$ cat config.mk
export PLATFORM = sky130hd
export DESIGN_NAME = ppc_clock_select
export DESIGN_NICKNAME = d
export VERILOG_FILES = /design/src/ppc_pkg.sv /design/src/ppc_clock_select.sv
export VERILOG_INCLUDE_DIRS = /design/src /design/src/src
export SDC_FILE = /design/constraint.sdc
export NUM_CORES = 1
export LEC_CHECK = 0
export CORE_MARGIN = 10
export CORE_UTILIZATION = 30
export DETAILED_ROUTE_END_ITERATION = 8
export DONT_BUFFER_PORTS = 1
export GPL_TIMING_DRIVEN = 0
export SLEW_MARGIN = 30
export SYNTH_ARGS = -nofsm -noshare
export SYNTH_HDL_FRONTEND = slang
export SYNTH_SLANG_ARGS = --single-unit
$ cat constraint.sdc
create_clock -name CLK_I -period 2.4 [get_ports CLK_I]
set_input_delay 0 -clock CLK_I [delete_from_list [all_inputs] [get_ports CLK_I]]
set_output_delay 0 -clock CLK_I [all_outputs]
set_load 0.005 [all_outputs]
$ cat src/ppc_params.svh
// Register map, field positions, reset values and timing counts
// Operation
// Select bit 20 takes the PWM clock from the predivider; resets zero.
// Bits 19:17 divide by 2,4,8,16,32; codes 5 to 7 by 64; reset 0x7.
// Divided PWM clock is power-of-two, edges aligned to system clock edges.
// Bit 13 drives the PLL power-down input; reset one keeps PLL down.
// Bit 12 low passes the PLL clock out; high blocks it; resets one.
// Software clears power-down and output-enable bits to run the PLL.
// Bypass bit 11 set, the reset value, clocks system from oscillator.
// Bypass bit clear clocks system from PLL through the system divider.
// Software keeps the converter unused while the PLL is bypassed.
// Bit 10 enables a PLL verification timer that flags a dead PLL.
// Reserved bits 21 and 16:14 read fixed and ignore writes.
// Select bit clear feeds the PWM the undivided system clock.
`ifndef PPC_PARAMS_SVH
`define PPC_PARAMS_SVH

// ----------------------------------------------------------------------
// Register offsets
// ----------------------------------------------------------------------
`define PPC_CTRL_OFFSET 12'h000
`define PPC_STAT_OFFSET 12'h004

// ----------------------------------------------------------------------
// Field positions
// ----------------------------------------------------------------------
`define PPC_PWM_SEL_BIT 20
`define PPC_PWM_CODE_HI 19
`define PPC_PWM_CODE_LO 17
`define PPC_PWR_DOWN_BIT 13
`define PPC_OUT_EN_N_BIT 12
`define PPC_BYPASS_BIT 11
`define PPC_VERIFY_BIT 10
`define PPC_LOST_BIT 0

// ----------------------------------------------------------------------
// Reset values
// ----------------------------------------------------------------------
`define PPC_PWM_SEL_RST 1'b0
`define PPC_PWM_CODE_RST 3'h7
`define PPC_PWR_DOWN_RST 1'b1
`define PPC_OUT_EN_N_RST 1'b1
`define PPC_BYPASS_RST 1'b1
`define PPC_VERIFY_RST 1'b0

// ----------------------------------------------------------------------
// Timing
// ----------------------------------------------------------------------
`define PPC_CLK_PERIOD_NS 100
`define PPC_VERIFY_TIME_NS 10000
`define PPC_VERIFY_CYCLES (`PPC_VERIFY_TIME_NS / `PPC_CLK_PERIOD_NS)

`endif

$ cat src/ppc_pkg.sv
// Shared types of the PLL and PWM clock select block
package ppc_pkg;
   typedef logic [31:0] ppc_word_t;
   typedef logic [2:0] ppc_div_code_t;
   // Verification timer states
   typedef enum logic [1:0] {
      VF_OFF,
      VF_WATCH,
      VF_LOST
   } ppc_vf_state_t;
endpackage

$ cat src/ppc_clock_select.sv
// PLL control, PWM predivider and PLL verification timer with APB access
`timescale 1ns/1ns
`include "ppc_params.svh"
module ppc_clock_select #(
   parameter int VERIFY_CYCLES = `PPC_VERIFY_CYCLES
) (
   input wire logic CLK_I,
   input wire logic RESETN_I,
   input wire logic PSEL_I,
   input wire logic PENABLE_I,
   input wire logic PWRITE_I,
   input wire logic [11:0] PADDR_I,
   input wire ppc_pkg::ppc_word_t PWDATA_I,
   output ppc_pkg::ppc_word_t PRDATA_O,
   output logic PREADY_O,
   output logic PSLVERR_O,
   input wire logic PLL_MON_I,
   output logic PLL_POWER_DOWN_O,
   output logic PLL_OUTPUT_ENABLE_N_O,
   output logic PLL_BYPASS_O,
   output logic PWM_CLK_EN_O,
   output logic PLL_FAIL_O
);
   import ppc_pkg::*;

   localparam logic [15:0] VF_LAST = 16'(VERIFY_CYCLES - 1);

   // Mask of low divider bits that must be zero for a PWM enable
   function automatic logic [5:0] pwm_mask(input ppc_div_code_t code);
      logic [5:0] m;
      m = 6'h3F;
      if (code < 3'h5) begin
         m = 6'((7'h02 << code) - 7'h01);
      end
      return m;
   endfunction

   // ----------------------------------------------------------------------
   // Control register
   // ----------------------------------------------------------------------
   logic pwm_sel_reg, pwm_sel_next;
   ppc_div_code_t pwm_code_reg, pwm_code_next;
   logic pwr_down_reg, pwr_down_next;
   logic out_en_n_reg, out_en_n_next;
   logic bypass_reg, bypass_next;
   logic verify_reg, verify_next;
   logic lost_reg, lost_next;
   logic wr_ctrl, wr_stat, acc, mapped;
   logic lost_set;

   assign acc = PSEL_I && PENABLE_I && PREADY_O;
   assign mapped = (PADDR_I == `PPC_CTRL_OFFSET) ||
                   (PADDR_I == `PPC_STAT_OFFSET);
   assign wr_ctrl = acc && PWRITE_I && (PADDR_I == `PPC_CTRL_OFFSET);
   assign wr_stat = acc && PWRITE_I && (PADDR_I == `PPC_STAT_OFFSET);

   // Writable fields load only at the access edge; reserved bits ignored
   always_comb begin
      pwm_sel_next = pwm_sel_reg;
      pwm_code_next = pwm_code_reg;
      pwr_down_next = pwr_down_reg;
      out_en_n_next = out_en_n_reg;
      bypass_next = bypass_reg;
      verify_next = verify_reg;
      lost_next = lost_reg;
      if (wr_ctrl) begin
         pwm_sel_next = PWDATA_I[`PPC_PWM_SEL_BIT];
         pwm_code_next = PWDATA_I[`PPC_PWM_CODE_HI:`PPC_PWM_CODE_LO];
         pwr_down_next = PWDATA_I[`PPC_PWR_DOWN_BIT];
         out_en_n_next = PWDATA_I[`PPC_OUT_EN_N_BIT];
         bypass_next = PWDATA_I[`PPC_BYPASS_BIT];
         verify_next = PWDATA_I[`PPC_VERIFY_BIT];
      end
      // Write one clears; a loss in the same cycle wins
      if (wr_stat && PWDATA_I[`PPC_LOST_BIT]) begin
         lost_next = 1'b0;
      end
      if (lost_set) begin
         lost_next = 1'b1;
      end
   end

   always_ff @(posedge CLK_I or negedge RESETN_I) begin
      if (!RESETN_I) begin
         pwm_sel_reg <= `PPC_PWM_SEL_RST;
         pwm_code_reg <= `PPC_PWM_CODE_RST;
         pwr_down_reg <= `PPC_PWR_DOWN_RST;
         out_en_n_reg <= `PPC_OUT_EN_N_RST;
         bypass_reg <= `PPC_BYPASS_RST;
         verify_reg <= `PPC_VERIFY_RST;
         lost_reg <= 1'b0;
      end else begin
         pwm_sel_reg <= pwm_sel_next;
         pwm_code_reg <= pwm_code_next;
         pwr_down_reg <= pwr_down_next;
         out_en_n_reg <= out_en_n_next;
         bypass_reg <= bypass_next;
         verify_reg <= verify_next;
         lost_reg <= lost_next;
      end
   end

   // Analog controls come straight from the register bits
   assign PLL_POWER_DOWN_O = pwr_down_reg;
   assign PLL_OUTPUT_ENABLE_N_O = out_en_n_reg;
   // One selects oscillator; zero selects PLL after the system divider
   assign PLL_BYPASS_O = bypass_reg;

   // ----------------------------------------------------------------------
   // APB slave
   // ----------------------------------------------------------------------
   ppc_word_t rdata_next;
   logic ready_next, err_next;

   // Answer prepared in the setup cycle, so the access phase takes one
   always_comb begin
      rdata_next = PRDATA_O;
      ready_next = PSEL_I && !PENABLE_I;
      err_next = PSEL_I && !PENABLE_I && !mapped;
      if (PSEL_I && !PENABLE_I) begin
         rdata_next = 32'h0000_0000;
         if (PADDR_I == `PPC_CTRL_OFFSET) begin
            rdata_next[`PPC_PWM_SEL_BIT] = pwm_sel_reg;
            rdata_next[`PPC_PWM_CODE_HI:`PPC_PWM_CODE_LO] = pwm_code_reg;
            rdata_next[`PPC_PWR_DOWN_BIT] = pwr_down_reg;
            rdata_next[`PPC_OUT_EN_N_BIT] = out_en_n_reg;
            rdata_next[`PPC_BYPASS_BIT] = bypass_reg;
            rdata_next[`PPC_VERIFY_BIT] = verify_reg;
         end else if (PADDR_I == `PPC_STAT_OFFSET) begin
            rdata_next[`PPC_LOST_BIT] = lost_reg;
         end
      end
   end

   always_ff @(posedge CLK_I or negedge RESETN_I) begin
      if (!RESETN_I) begin
         PRDATA_O <= 32'h0000_0000;
         PREADY_O <= 1'b0;
         PSLVERR_O <= 1'b0;
      end else begin
         PRDATA_O <= rdata_next;
         PREADY_O <= ready_next;
         PSLVERR_O <= err_next;
      end
   end

   // ----------------------------------------------------------------------
   // PWM predivider
   // ----------------------------------------------------------------------
   logic [5:0] div_cnt_reg, div_cnt_next;
   logic pwm_en_next;

   // Free running count; a pulse where the selected low bits are zero
   // keeps every divided edge on a system clock edge with no offset
   always_comb begin
      div_cnt_next = div_cnt_reg + 6'h01;
      pwm_en_next = 1'b1;
      if (pwm_sel_reg) begin
         pwm_en_next =
            (div_cnt_next & pwm_mask(pwm_code_reg)) == 6'h00;
      end
   end

   always_ff @(posedge CLK_I or negedge RESETN_I) begin
      if (!RESETN_I) begin
         div_cnt_reg <= 6'h00;
         PWM_CLK_EN_O <= 1'b0;
      end else begin
         div_cnt_reg <= div_cnt_next;
         PWM_CLK_EN_O <= pwm_en_next;
      end
   end

   // ----------------------------------------------------------------------
   // PLL verification timer
   // ----------------------------------------------------------------------
   logic mon_s1_reg, mon_s2_reg, mon_s3_reg;
   logic mon_edge;
   ppc_vf_state_t vf_state_reg, vf_state_next;
   logic [15:0] vcnt_reg, vcnt_next;
   logic fail_next;

   // Monitor pin is asynchronous; edges are taken from the second and third stages only
   always_ff @(posedge CLK_I or negedge RESETN_I) begin
      if (!RESETN_I) begin
         mon_s1_reg <= 1'b0;
         mon_s2_reg <= 1'b0;
         mon_s3_reg <= 1'b0;
      end else begin
         mon_s1_reg <= PLL_MON_I;
         mon_s2_reg <= mon_s1_reg;
         mon_s3_reg <= mon_s2_reg;
      end
   end

   assign mon_edge = mon_s2_reg ^ mon_s3_reg;

   // Any monitor toggle restarts the watch; silence for the full
   // window flags the PLL as lost once, until it toggles again
   always_comb begin
      vf_state_next = vf_state_reg;
      vcnt_next = vcnt_reg;
      fail_next = 1'b0;
      lost_set = 1'b0;
      case (vf_state_reg)
         VF_OFF: begin
            vcnt_next = 16'h0000;
            if (verify_reg) begin
               vf_state_next = VF_WATCH;
            end
         end
         VF_WATCH: begin
            if (!verify_reg) begin
               vf_state_next = VF_OFF;
            end else if (mon_edge) begin
               vcnt_next = 16'h0000;
            end else if (vcnt_reg == VF_LAST) begin
               fail_next = 1'b1;
               lost_set = 1'b1;
               vf_state_next = VF_LOST;
            end else begin
               vcnt_next = vcnt_reg + 16'h0001;
            end
         end
         VF_LOST: begin
            vcnt_next = 16'h0000;
            if (!verify_reg) begin
               vf_state_next = VF_OFF;
            end else if (mon_edge) begin
               vf_state_next = VF_WATCH;
            end
         end
         default: begin
            vf_state_next = VF_OFF;
         end
      endcase
   end

   always_ff @(posedge CLK_I or negedge RESETN_I) begin
      if (!RESETN_I) begin
         vf_state_reg <= VF_OFF;
         vcnt_reg <= 16'h0000;
         PLL_FAIL_O <= 1'b0;
      end else begin
         vf_state_reg <= vf_state_next;
         vcnt_reg <= vcnt_next;
         PLL_FAIL_O <= fail_next;
      end
   end

   // ----------------------------------------------------------------------
   // Assertions
   // ----------------------------------------------------------------------
   logic [6:0] gap_reg;

   // Cycles since the last PWM enable, for the period check
   always_ff @(posedge CLK_I or negedge RESETN_I) begin
      if (!RESETN_I) begin
         gap_reg <= 7'h00;
      end else if (PWM_CLK_EN_O || !pwm_sel_reg) begin
         gap_reg <= 7'h00;
      end else begin
         gap_reg <= gap_reg + 7'h01;
      end
   end
endmodule // ppc_clock_select

==> After elaboration in Yosys (flattened, before gate mapping) <==
Index checks and enable logic that the tools add are counted.
W data, S select, Z words.
{ "totals": {"regBits": 49, "out_inout_bits": 39} }
{ "classes": {"add_sub_neg": 3, "magnitude_cmp": 1, "n_eq_ne": 10, "shifts": 1, "n_mux": 24, "bitwise": 2, "n_reduce_logical": 19} }
{ "op_table": {"columns": ["cell", "n"], "rows": [
  ["$mux W16", 3],
  ["$pmux W16 S2", 1],
  ["$add A16 B1 Y16 const B", 1],
  ["$eq A16 B7 Y1 const B", 1],
  ["$eq A12 B3 Y1 const B", 1],
  ["$logic_not A12 Y1", 1],
  ["$mux W2", 6],
  ["$mux W6", 2],
  ["$ne A3 B3 Y1 const B", 4],
  ["$mux W1", 9],
  ["$logic_and A1 B1 Y1", 8],
  ["$mux W4", 2],
  ["$add A6 B1 Y6 const B", 1],
  ["$and A6 B6 Y6", 1],
  ["$logic_not A6 Y1", 1],
  ["$pmux W2 S3", 1],
  ["$shl A2 B3 Y6 const A", 1],
  ["$sub A6 B1 Y6 const B", 1],
  ["$ne A2 B2 Y1 const B", 2],
  ["$reduce_and A4 Y1", 1],
  ["$reduce_bool A2 Y1", 2],
  ["$lt A3 B3 Y1 const B", 1],
  ["$reduce_and A3 Y1", 1],
  ["$eq A2 B1 Y1 const B", 1],
  ["6 further kinds", 7]
]} }

==> Longest topological paths before layout <==
Gate-level depths: netlist of run 1.
{ "depth": {"depth_word": 7, "depth_mapped": 6, "depth_no_buf": 5} }

==> Worst setup path before layout of run 1 <==
No wires, ideal clock.
{ "synth_path": {"path_type": "reg-to-reg", "from": "register vcnt_reg[0]", "to": "register vcnt_reg[2]", "setup_ps": 82, "t_arrival_ps": 1665, "required_ps": 2318, "path_slack_ps": 653, "path_stages_with_launch": 7, "period_less_slack_ps": 1747, "cell_sequence": "dfrtp_1 ha_1 nor4bb_1 and4_1 clkbuf_1 or4b_1 a31oi_1"} }
{ "synth_via": {"elab_chain_len": 5} }
{ "synth_lines": {"columns": ["element", "line_no", "source"], "rows": [
  ["start, declared", "ppc_clock_select.sv:180", "logic [15:0] vcnt_reg, vcnt_next;"],
  ["start signal, assigned", "ppc_clock_select.sv:246", "vcnt_reg <= vcnt_next;"],
  ["$add A16 B1 Y16", "ppc_clock_select.sv:222", "vcnt_next = vcnt_reg + 16'h0001;"],
  ["$mux W16", "ppc_clock_select.sv:217", "end else if (vcnt_reg == VF_LAST) begin"],
  ["$mux W16", "ppc_clock_select.sv:215", "end else if (mon_edge) begin"],
  ["$mux W16", "ppc_clock_select.sv:213", "if (!verify_reg) begin"],
  ["$pmux W16 S2", "ppc_clock_select.sv:205", "case (vf_state_reg)"]
]} }
Several ways; a longest one is shown, not always the timed one. The select of a mux whose other input is x is not followed.
A chain may end at the register's enable or synchronous reset.

==> Worst setup path after layout of run 1 <==
Ends and elaborated chain as after synthesis.

==> impl_metrics.json, run 1 <==
{
  "cts_num_sinks": 49,
  "fin_crit_ns": 1.96,
  "crit_arrival_ns": 2.17,
  "hp-class": "input port to flip-flop",
  "yosysWarnings": 0,
  "path_clk_slew_ns": 0.09,
  "final.setup_skew_ns": 0.00773,
  "cts-resized-gates": 0,
  "pre_cts_ws_ns": 0.468,
  "dieHeight_um": 110,
  "grt_use_met3_pct": 3.02,
  "path_class": "flip-flop to flip-flop",
  "leakagePower_nw": 1.20,
  "multi_input_area_um2": 1070,
  "core_area_um2": 7850,
  "ant_nets": 0,
  "htree_levels": 2,
  "gp_congestion": 0.724,
  "pwr_density_cell_nw_per_um2": 549,
  "start_kind": "flip-flop",
  "instances_no_fill": 378,
  "placed_cell_area_um2": 2660,
  "async_reset_ff_share_pct": 100,
  "max_stage_delay_ns": 0.50,
  "synth-seq-cells": 49,
  "crit_path_end_kind": "flip-flop",
  "grt-ovfl-total": 0,
  "syn_area_um2": 2450,
  "peakVddDrop_mv": 0.283,
  "fmax_mhz": 511,
  "seq_area_um2": 1230,
  "total_power_mw": 1.61,
  "finalSetupTns_ns": 0,
  "stdcell_area_um2": 2940,
  "syn_inst": 233,
  "postLayoutCoreUtil_pct": 37.5,
  "clock_path_buffers": 2,
  "first_pass_iters": 4,
  "synth_top_area_cell": "dfrtp_1",
  "initial_core_util_pct": 31.2,
  "r2r_slack_ns": 0.44,
  "drc": 0,
  "use_met2_pct": 13.0,
  "synthFlopType": "dfrtp_1",
  "dieArea_um2": 12200,
  "grt_pass1_vias": 1712,
  "grtUsageMet1_pct": 11.7,
  "largest_reg_flops": 16,
  "die_x_um": 110,
  "dr_total_vias": 1799,
  "io_pins": 89,
  "grt_max_degree": 50,
  "synth_top_area_share_pct": 43.9,
  "grt_pass1_wl_mm": 8.69,
  "worst_hold_slack_ns": 0.00781,
  "crit_chain": "ha_1 -> nor4bb_1 -> and4_1 -> clkbuf_1 -> or4b_1 -> a31oi_1",
  "setup_slack_ns": 0.442,
  "cp.required_ns": 2.61,
  "synth-seq-area-share_pct": 50.3,
  "cts_made_buffers": 5,
  "wl_per_cell_um": 14.3,
  "final_nets": 327,
  "setup_viol": 0,
  "cts_root_buf": "clkbuf_8",
  "drive_gt1_share_pct": 18.8,
  "worst_slew_pin_slew_ns": 0.545,
  "drt_iter0_markers": 89,
  "numPortBuffers": 0,
  "cts_tree": "built",
  "synth.area.top_cells": "dfrtp_1 (44%), buf_4 (7.0%), dfstp_2 (6.4%)",
  "rows": 32,
  "grt.busiest_layer": "met2",
  "rsz0062_at_grt": "no",
  "vias_per_cell": 4.76,
  "maxCapViolCount": 0,
  "synth_edf_count": 0,
  "detailed_place_hpwl_mm": 3.96,
  "antennaDiodeCount": 0,
  "hold_buffers": 13,
  "status": "finished clean",
  "fin_crit_sh_pct": 81.6,
  "hold_viol_final": 0,
  "postSynthAreaPerCell_um2": 10.5,
  "yosysUniqueCellTypes": 45,
  "antenna_found_initial": 0,
  "grt_usage_pct": 8.68,
  "syn_to_final_growth_pct": 20.1,
  "postCtsSetupBuffers": 0,
  "worst_skew_pair.late_latency_ns": 0.30,
  "fillers": 791,
  "cp_num_buf_inv": 1,
  "cp_slowest_cell": "or4b_1",
  "cp_max_fo": 6,
  "relSlewSlack_pct": 62.7,
  "slew_violations": 0,
  "routed_wl_mm": 5.41,
  "crit_family": "simple AND/OR/NAND/NOR gates",
  "post-place-cells": 357
}
## where the power goes
part / total (mW) / switching, mW / internal [mW]
Sequential: 0.832 / 0.00252 / 0.830
Combinational: 0.0942 / 0.0474 / 0.0468
Clock: 0.688 / 0.274 / 0.414
Total: 1.61 / 0.324 / 1.29
## layer usage
layer,up-vias,part of all wire (%)
li1,893,-
met1,853,43
met2,49,49
met3,4,7.2
met4,0,0.76
met5,-,0
## worst register-to-register path, cell delays in order (launching register included)
cell,delay (ns)
dfrtp_1,0.43
ha_1,0.25
nor4bb_1,0.14
and4_1,0.20
clkbuf_1,0.18
or4b_1,0.50
a31oi_1,0.19
## layout make-up
class | instances | area share (%)
multi-input cells | 168 | 36.4
flip-flops and latches | 49 | 41.9
clock inverters | 3 | 2.21
clock buffers | 5 | 2.34
inverters | 7 | 0.893
repair buffers | 13 | 5.02
plain buffers | 31 | 6.89
well taps | 102 | 4.34
## synth_stat cells (2+ instances only)
cell type and instances:
o21ai_0 10, clkbuf_1 8, nand3b_1 3, nor2_1 5, inv_1 7, or4_1 5
dfstp_2 6, o21a_1 3, a21oi_1 14, buf_4 23, mux2_2 10, or3_1 3
ha_1 2, and4_1 3, nand4_1 3, nand2b_1 3, a211oi_1 2, xnor2_1 7
dfrtp_1 43, a31oi_1 2, nand2_1 20, nor4_1 4, nor3_1 3, a22o_1 8
nand3_1 9, o31ai_1 7, a21o_1 2
## path summary, 6_finish.rpt
path / cells past startpoint / to / start
setup reg to reg: 6 / vcnt_reg[2] / vcnt_reg[0]
min in group asynchronous: 2 / div_cnt_reg[4] / RESETN_I
hold reg to reg: 0 / mon_s2_reg / mon_s1_reg
max in group asynchronous: 2 / PLL_OUTPUT_ENABLE_N_O / RESETN_I
setup / recovery: 6 / vcnt_reg[2] / vcnt_reg[0]
hold / removal: 2 / PSLVERR_O / PADDR_I[4]
## placed cells by master, fill, tap and decap left out, types with 6 or more instances in the layout
| cell type | netlist | routed |
|---|---|---|
| a22o_1 | 8 | 8 |
| clkbuf_1 | 8 | 8 |
| dfstp_2 | 6 | 6 |
| o21ai_0 | 10 | 10 |
| o31ai_1 | 7 | 7 |
| xnor2_1 | 7 | 7 |
| inv_1 | 7 | 7 |
| dfrtp_1 | 43 | 43 |
| mux2_2 | 10 | 10 |
| conb_1 | 1 | 23 |
| buf_4 | 23 | 23 |
| nand2_1 | 20 | 20 |
| dlygate4sd3_1 | 0 | 12 |
| nand3_1 | 9 | 9 |
| a21oi_1 | 14 | 14 |
## kinds of logic after synthesis
logic type / count (synthesis) / synth area share, %
and+or+nand+nor: 69 / 16.2
muxes: 10 / 4.59
AOI/OAI and AO/OA: 56 / 15.5
DFF: 49 / 50.3
adders and majority gates: 2 / 1.02
buffers and inverters: 38 / 9.34
xor gates and xnor gates: 8 / 2.86
other: 1 / 0.153
(Power assumes the default switching activity.)
==> run 2: changes to the inputs <==
ABC_AREA = 1   (was unset)
clock period = 2.05 ns   (was 2.4 ns; I/O delays follow)
==> impl_metrics.json, run 2 <==
{
  "first_pass_iters": 4,
  "io_pins": 89,
  "leakagePower_nw": 1.62,
  "cts_made_buffers": 5,
  "grt_max_degree": 50,
  "peakVddDrop_mv": 0.257,
  "synth.area.top_cells": "dfrtp_1 (40%), nand2_1 (15%), buf_4 (6.4%)",
  "cts_root_buf": "clkbuf_8",
  "antennaDiodeCount": 0,
  "yosysMostFrequentCell": "nand2_1",
  "hold_viol_final": 0,
  "finalSetupTns_ns": 0,
  "syn_to_final_growth_pct": 21.1,
  "fillers": 833,
  "placed_cell_area_um2": 2920,
  "postCtsSetupBuffers": 0,
  "grt-ovfl-total": 0,
  "cp_common_cell": "dlygate4sd3_1",
  "gp_congestion": 0.836,
  "fin_crit_ns": 1.97,
  "grt_pass1_vias": 2231,
  "ant_nets": 0,
  "rows": 34,
  "crit_arrival_ns": 2.19,
  "grt_usage_pct": 9.64,
  "cts_num_sinks": 49,
  "clock_path_buffers": 2,
  "hp-class": "input port to flip-flop",
  "crit_chain": "dlygate4sd3_1 -> nor2_1 -> dlygate4sd3_1 -> nand3_1 -> dlygate4sd3_1 -> o31ai_2",
  "status": "finished clean",
  "max_stage_delay_ns": 0.60,
  "final_common_cell": "nand2_1",
  "largest_reg_flops": 16,
  "grt_pass1_wl_mm": 10.7,
  "dieHeight_um": 115,
  "cts_tree": "built",
  "slew_violations": 0,
  "async_reset_ff_share_pct": 100,
  "worst_skew_pair.late_latency_ns": 0.31,
  "routed_wl_mm": 6.32,
  "pwr_density_cell_nw_per_um2": 530,
  "crit_path_end_kind": "flip-flop",
  "yosysUniqueCellTypes": 32,
  "synth-seq-area-share_pct": 45.7,
  "dr_total_vias": 2213,
  "antenna_found_initial": 0,
  "core_area_um2": 8720,
  "dieArea_um2": 13200,
  "total_power_mw": 1.73,
  "syn_area_um2": 2700,
  "cp_slowest_cell": "dlygate4sd3_1",
  "fin_crit_sh_pct": 96.2,
  "synth_commonest_cells": "nand2_1 (105), dfrtp_1 (43), nor2_1 (40)",
  "final_nets": 451,
  "maxCapViolCount": 0,
  "synth-seq-cells": 49,
  "final.setup_skew_ns": 0.00917,
  "drc": 0,
  "die_x_um": 115,
  "syn_inst": 347,
  "fmax_mhz": 507,
  "drive_gt1_share_pct": 14.2,
  "rsz0062_at_grt": "no",
  "stdcell_area_um2": 3270,
  "path_clk_slew_ns": 0.10,
  "setup_slack_ns": 0.0784,
  "setup_viol": 0,
  "multi_input_area_um2": 1200,
  "cp_num_buf_inv": 3,
  "path_class": "input port to flip-flop",
  "synth_top_area_share_pct": 39.9,
  "pre_cts_ws_ns": 0.392,
  "yosysWarnings": 0,
  "htree_levels": 2,
  "vias_per_cell": 4.36,
  "seq_area_um2": 1230,
  "crit_family": "buffers and inverters",
  "detailed_place_hpwl_mm": 4.46,
  "numPortBuffers": 0,
  "initial_core_util_pct": 30.9,
  "synth_top_area_cell": "dfrtp_1",
  "synth_edf_count": 0,
  "drt_iter0_markers": 91,
  "start_kind": "input port",
  "relSlewSlack_pct": 64.8,
  "postSynthAreaPerCell_um2": 7.78,
  "cp_max_fo": 3,
  "cp.required_ns": 2.27,
  "worst_slew_pin_slew_ns": 0.528,
  "wl_per_cell_um": 12.4,
  "mostFrequentLayoutCells": "nand2_1 (105), dfrtp_1 (43), nor2_1 (40), inv_1 (33), nand3_1 (29)",
  "synthFlopType": "dfrtp_1"
}
## run 2: changes by cell type in the layout (fill, tap and decap cells not counted), sizes merged, moves of 5 or more
cell / change
nand2: +89
nor2: +37
inv: +28
nand3: +21
dlygate4sd3: +10
mux2: -10
a21oi: -9
o21ai: +9
a22o: -8
or4: -5
xor2: +5
## run 2: path summary, 6_finish.rpt
kind	startpoint	to	slack, ns	cells after the start
min in group asynchronous	RESETN_I	PRDATA_O[0]	0.20	2
worst max-delay path	PADDR_I[3]	PRDATA_O[0]	0.08	6
worst min register to register	mon_s1_reg	mon_s2_reg	0.36	0
worst min-delay path	PWRITE_I	verify_reg	0.04	4
max in group asynchronous	RESETN_I	pwm_code_reg[1]	1.57	2
worst max register to register	PREADY_O	PLL_OUTPUT_ENABLE_N_O	0.36	5
## run 2: report_power, final
| part | total, mW | switching (mW) | internal (mW) |
|---|---|---|---|
| combinational | 0.131 | 0.0665 | 0.0640 |
| clock | 0.627 | 0.349 | 0.279 |
| sequential | 0.975 | 0.00345 | 0.972 |
| total | 1.73 | 0.419 | 1.31 |
## run 2: per-stage QoR
step / util [%] / hold slack (ns) / instances
floorplan: - / -0.296 / 369
global placement: 33.4 / -0.292 / 477
detailed placement: 33.4 / -0.292 / 477
CTS: 37.4 / 0.00164 / 508
global route: 37.5 / 0.0673 / 508
finish: 37.5 / 0.0439 / 508
## run 2: kinds of logic (layout without fill, tap and decap cells)
logic type	Yosys count	count (layout)	synth area share (%)
XOR/XNOR	9	9	3.20
AO/OA/AOI/OAI	29	29	6.54
AND/OR/NAND/NOR	193	193	30.4
adder cells (fa/ha/maj)	2	2	0.927
flip-flops	49	49	45.7
buffers and inverters	64	95	13.1
other	1	23	0.139
## run 2: layer usage
layer  vias up  GRT usage (%)  routed length [um]  share of wire (%)
met1      1012           11.4                2780                 44
li1       1146              -                   -                  -
met5         -              0                   0                  0
met3         7           4.06                 504                8.0
met4         0           2.56                  44               0.70
met2        48           15.8                2990                 47
## run 2: repair_timing
action                                  CTS  global route
hold buffers                             23             0
hold endpoints to repair                 69             0
resized for setup                         0             1
endpoints found under the setup margin    0             1
## run 2: worst min-delay path: stages
cell	delay [ns]
nand2_1	0.05
nor2_1	0.10
nand3_1	0.12
nand2_1	0.05
## run 2: final cells by class
class	instances	share of cell area, %
sequential	49	37.7
multi-input combinational	256	36.7
timing repair buffer	23	7.58
buffer	29	6.74
tap	108	4.13
inverter	35	4.06
clock buffer	6	2.53
clock inverter	2	0.498
==> run 3: changes to the inputs <==
REMOVE_ABC_BUFFERS = 1   (was unset)
==> impl_metrics.json, run 3 (synthesized netlist as in run 2, its figures left out) <==
{
  "pwr_density_cell_nw_per_um2": 592,
  "cts_num_sinks": 49,
  "cp_max_fo": 7,
  "start_kind": "input port",
  "rows": 34,
  "io_pins": 89,
  "numPortBuffers": 0,
  "cts_tree": "built",
  "final_nets": 422,
  "fin_crit_sh_pct": 93.6,
  "wl_per_cell_um": 12.4,
  "gp_congestion": 0.839,
  "dieArea_um2": 13200,
  "slew_violations": 0,
  "grt_usage_pct": 9.18,
  "stdcell_area_um2": 3070,
  "crit_path_end_kind": "flip-flop",
  "largest_reg_flops": 16,
  "antenna_found_initial": 0,
  "rsz0062_at_grt": "no",
  "grt_pass1_wl_mm": 10.4,
  "path_clk_slew_ns": 0.10,
  "cts_root_buf": "clkbuf_8",
  "grt_pass1_vias": 2210,
  "dieHeight_um": 115,
  "antennaDiodeCount": 0,
  "fillers": 904,
  "fmax_mhz": 521,
  "status": "finished clean",
  "worst_skew_pair.late_latency_ns": 0.30,
  "routed_wl_mm": 5.96,
  "crit_arrival_ns": 2.17,
  "total_power_mw": 1.82,
  "vias_per_cell": 4.57,
  "cp.required_ns": 2.30,
  "mostFrequentLayoutCells": "nand2_1 (105), dfrtp_1 (43), nor2_1 (40), inv_1 (33), nand3_1 (29)",
  "dr_total_vias": 2189,
  "die_x_um": 115,
  "htree_levels": 2,
  "maxCapViolCount": 0,
  "drt_iter0_markers": 85,
  "detailed_place_hpwl_mm": 4.23,
  "cts_made_buffers": 5,
  "peakVddDrop_mv": 0.314,
  "finalSetupTns_ns": 0,
  "grt_max_degree": 50,
  "leakagePower_nw": 1.49,
  "final_common_cell": "nand2_1",
  "clock_path_buffers": 2,
  "core_area_um2": 8720,
  "hp-class": "input port to flip-flop",
  "grt-ovfl-total": 0,
  "placed_cell_area_um2": 2700,
  "fin_crit_ns": 1.92,
  "drc": 0,
  "drive_gt1_share_pct": 8.09,
  "path_class": "input port to flip-flop",
  "worst_slew_pin_slew_ns": 0.564,
  "first_pass_iters": 4,
  "initial_core_util_pct": 30.9,
  "relSlewSlack_pct": 62.4,
  "syn_to_final_growth_pct": 13.9,
  "final.setup_skew_ns": 0.00485,
  "hold_viol_final": 0,
  "setup_viol": 0,
  "ant_nets": 0
}
[run 3: layout make-up]
type	instances	area (um2)	area share, %
flip-flops and latches	49	1230	40.1
well taps	108	135	4.40
inverters	35	133	4.32
clock buffers	6	82.6	2.69
multi-input cells	256	1200	39.0
repair buffers	23	248	8.06
clock inverters	2	41.3	1.34
[run 3: path summary, 6_finish.rpt]
path                       startpoint           end  slack, ns  cells past startpoint
min                            PSEL_I   pwm_sel_reg       0.03                      4
min in group asynchronous    RESETN_I  vcnt_reg[10]       0.25                      2
min reg2reg                mon_s1_reg    mon_s2_reg       0.36                      0
max                         PENABLE_I     PSLVERR_O       0.13                      6
max in group asynchronous    RESETN_I  PLL_BYPASS_O       1.53                      2
max reg2reg                  PREADY_O      lost_reg       0.24                      6
[run 3: repair_timing]
action | 4_1_cts | 5_1_grt
setup buffers | 0 | 0
endpoints found under the hold margin | 68 | 0
hold buffers | 23 | 0
resized for setup | 0 | 1
setup endpoints to repair | 0 | 1
[run 3: worst max-delay path: stages]
cell	delay (ns)
dlygate4sd3_1	0.57
nor2_4	0.21
dlygate4sd3_1	0.67
nand3_1	0.09
dlygate4sd3_1	0.57
inv_1	0.06
[run 3: layer usage]
| metal | part of all wire (%) | GRT usage, % | vias up |
|---|---|---|---|
| met5 | 0 | 0 | - |
| met4 | 0.17 | 1.73 | 0 |
| met3 | 8.8 | 3.96 | 2 |
| met2 | 48 | 15.3 | 54 |
| met1 | 43 | 10.8 | 1044 |
| li1 | - | - | 1089 |
[run 3: per-stage QoR]
step	utilization, %	instances	hold WS [ns]	setup slack (ns)
floorplan	-	340	-0.296	0.535
global placement	30.9	448	-0.292	0.286
CTS	35.2	479	0.000303	0.0599
finish	35.2	479	0.0280	0.132
global route	35.2	479	0.0454	0.0521
detailed placement	30.9	448	-0.292	0.289
[run 3: power by group]
| part | switching (mW) | internal [mW] | leakage, nW | total (mW) |
|---|---|---|---|---|
| Clock | 0.343 | 0.406 | 0.0633 | 0.749 |
| Combinational | 0.0609 | 0.0352 | 0.794 | 0.0961 |
| Sequential | 0.00351 | 0.972 | 0.629 | 0.975 |
| Total | 0.408 | 1.41 | 1.49 | 1.82 |
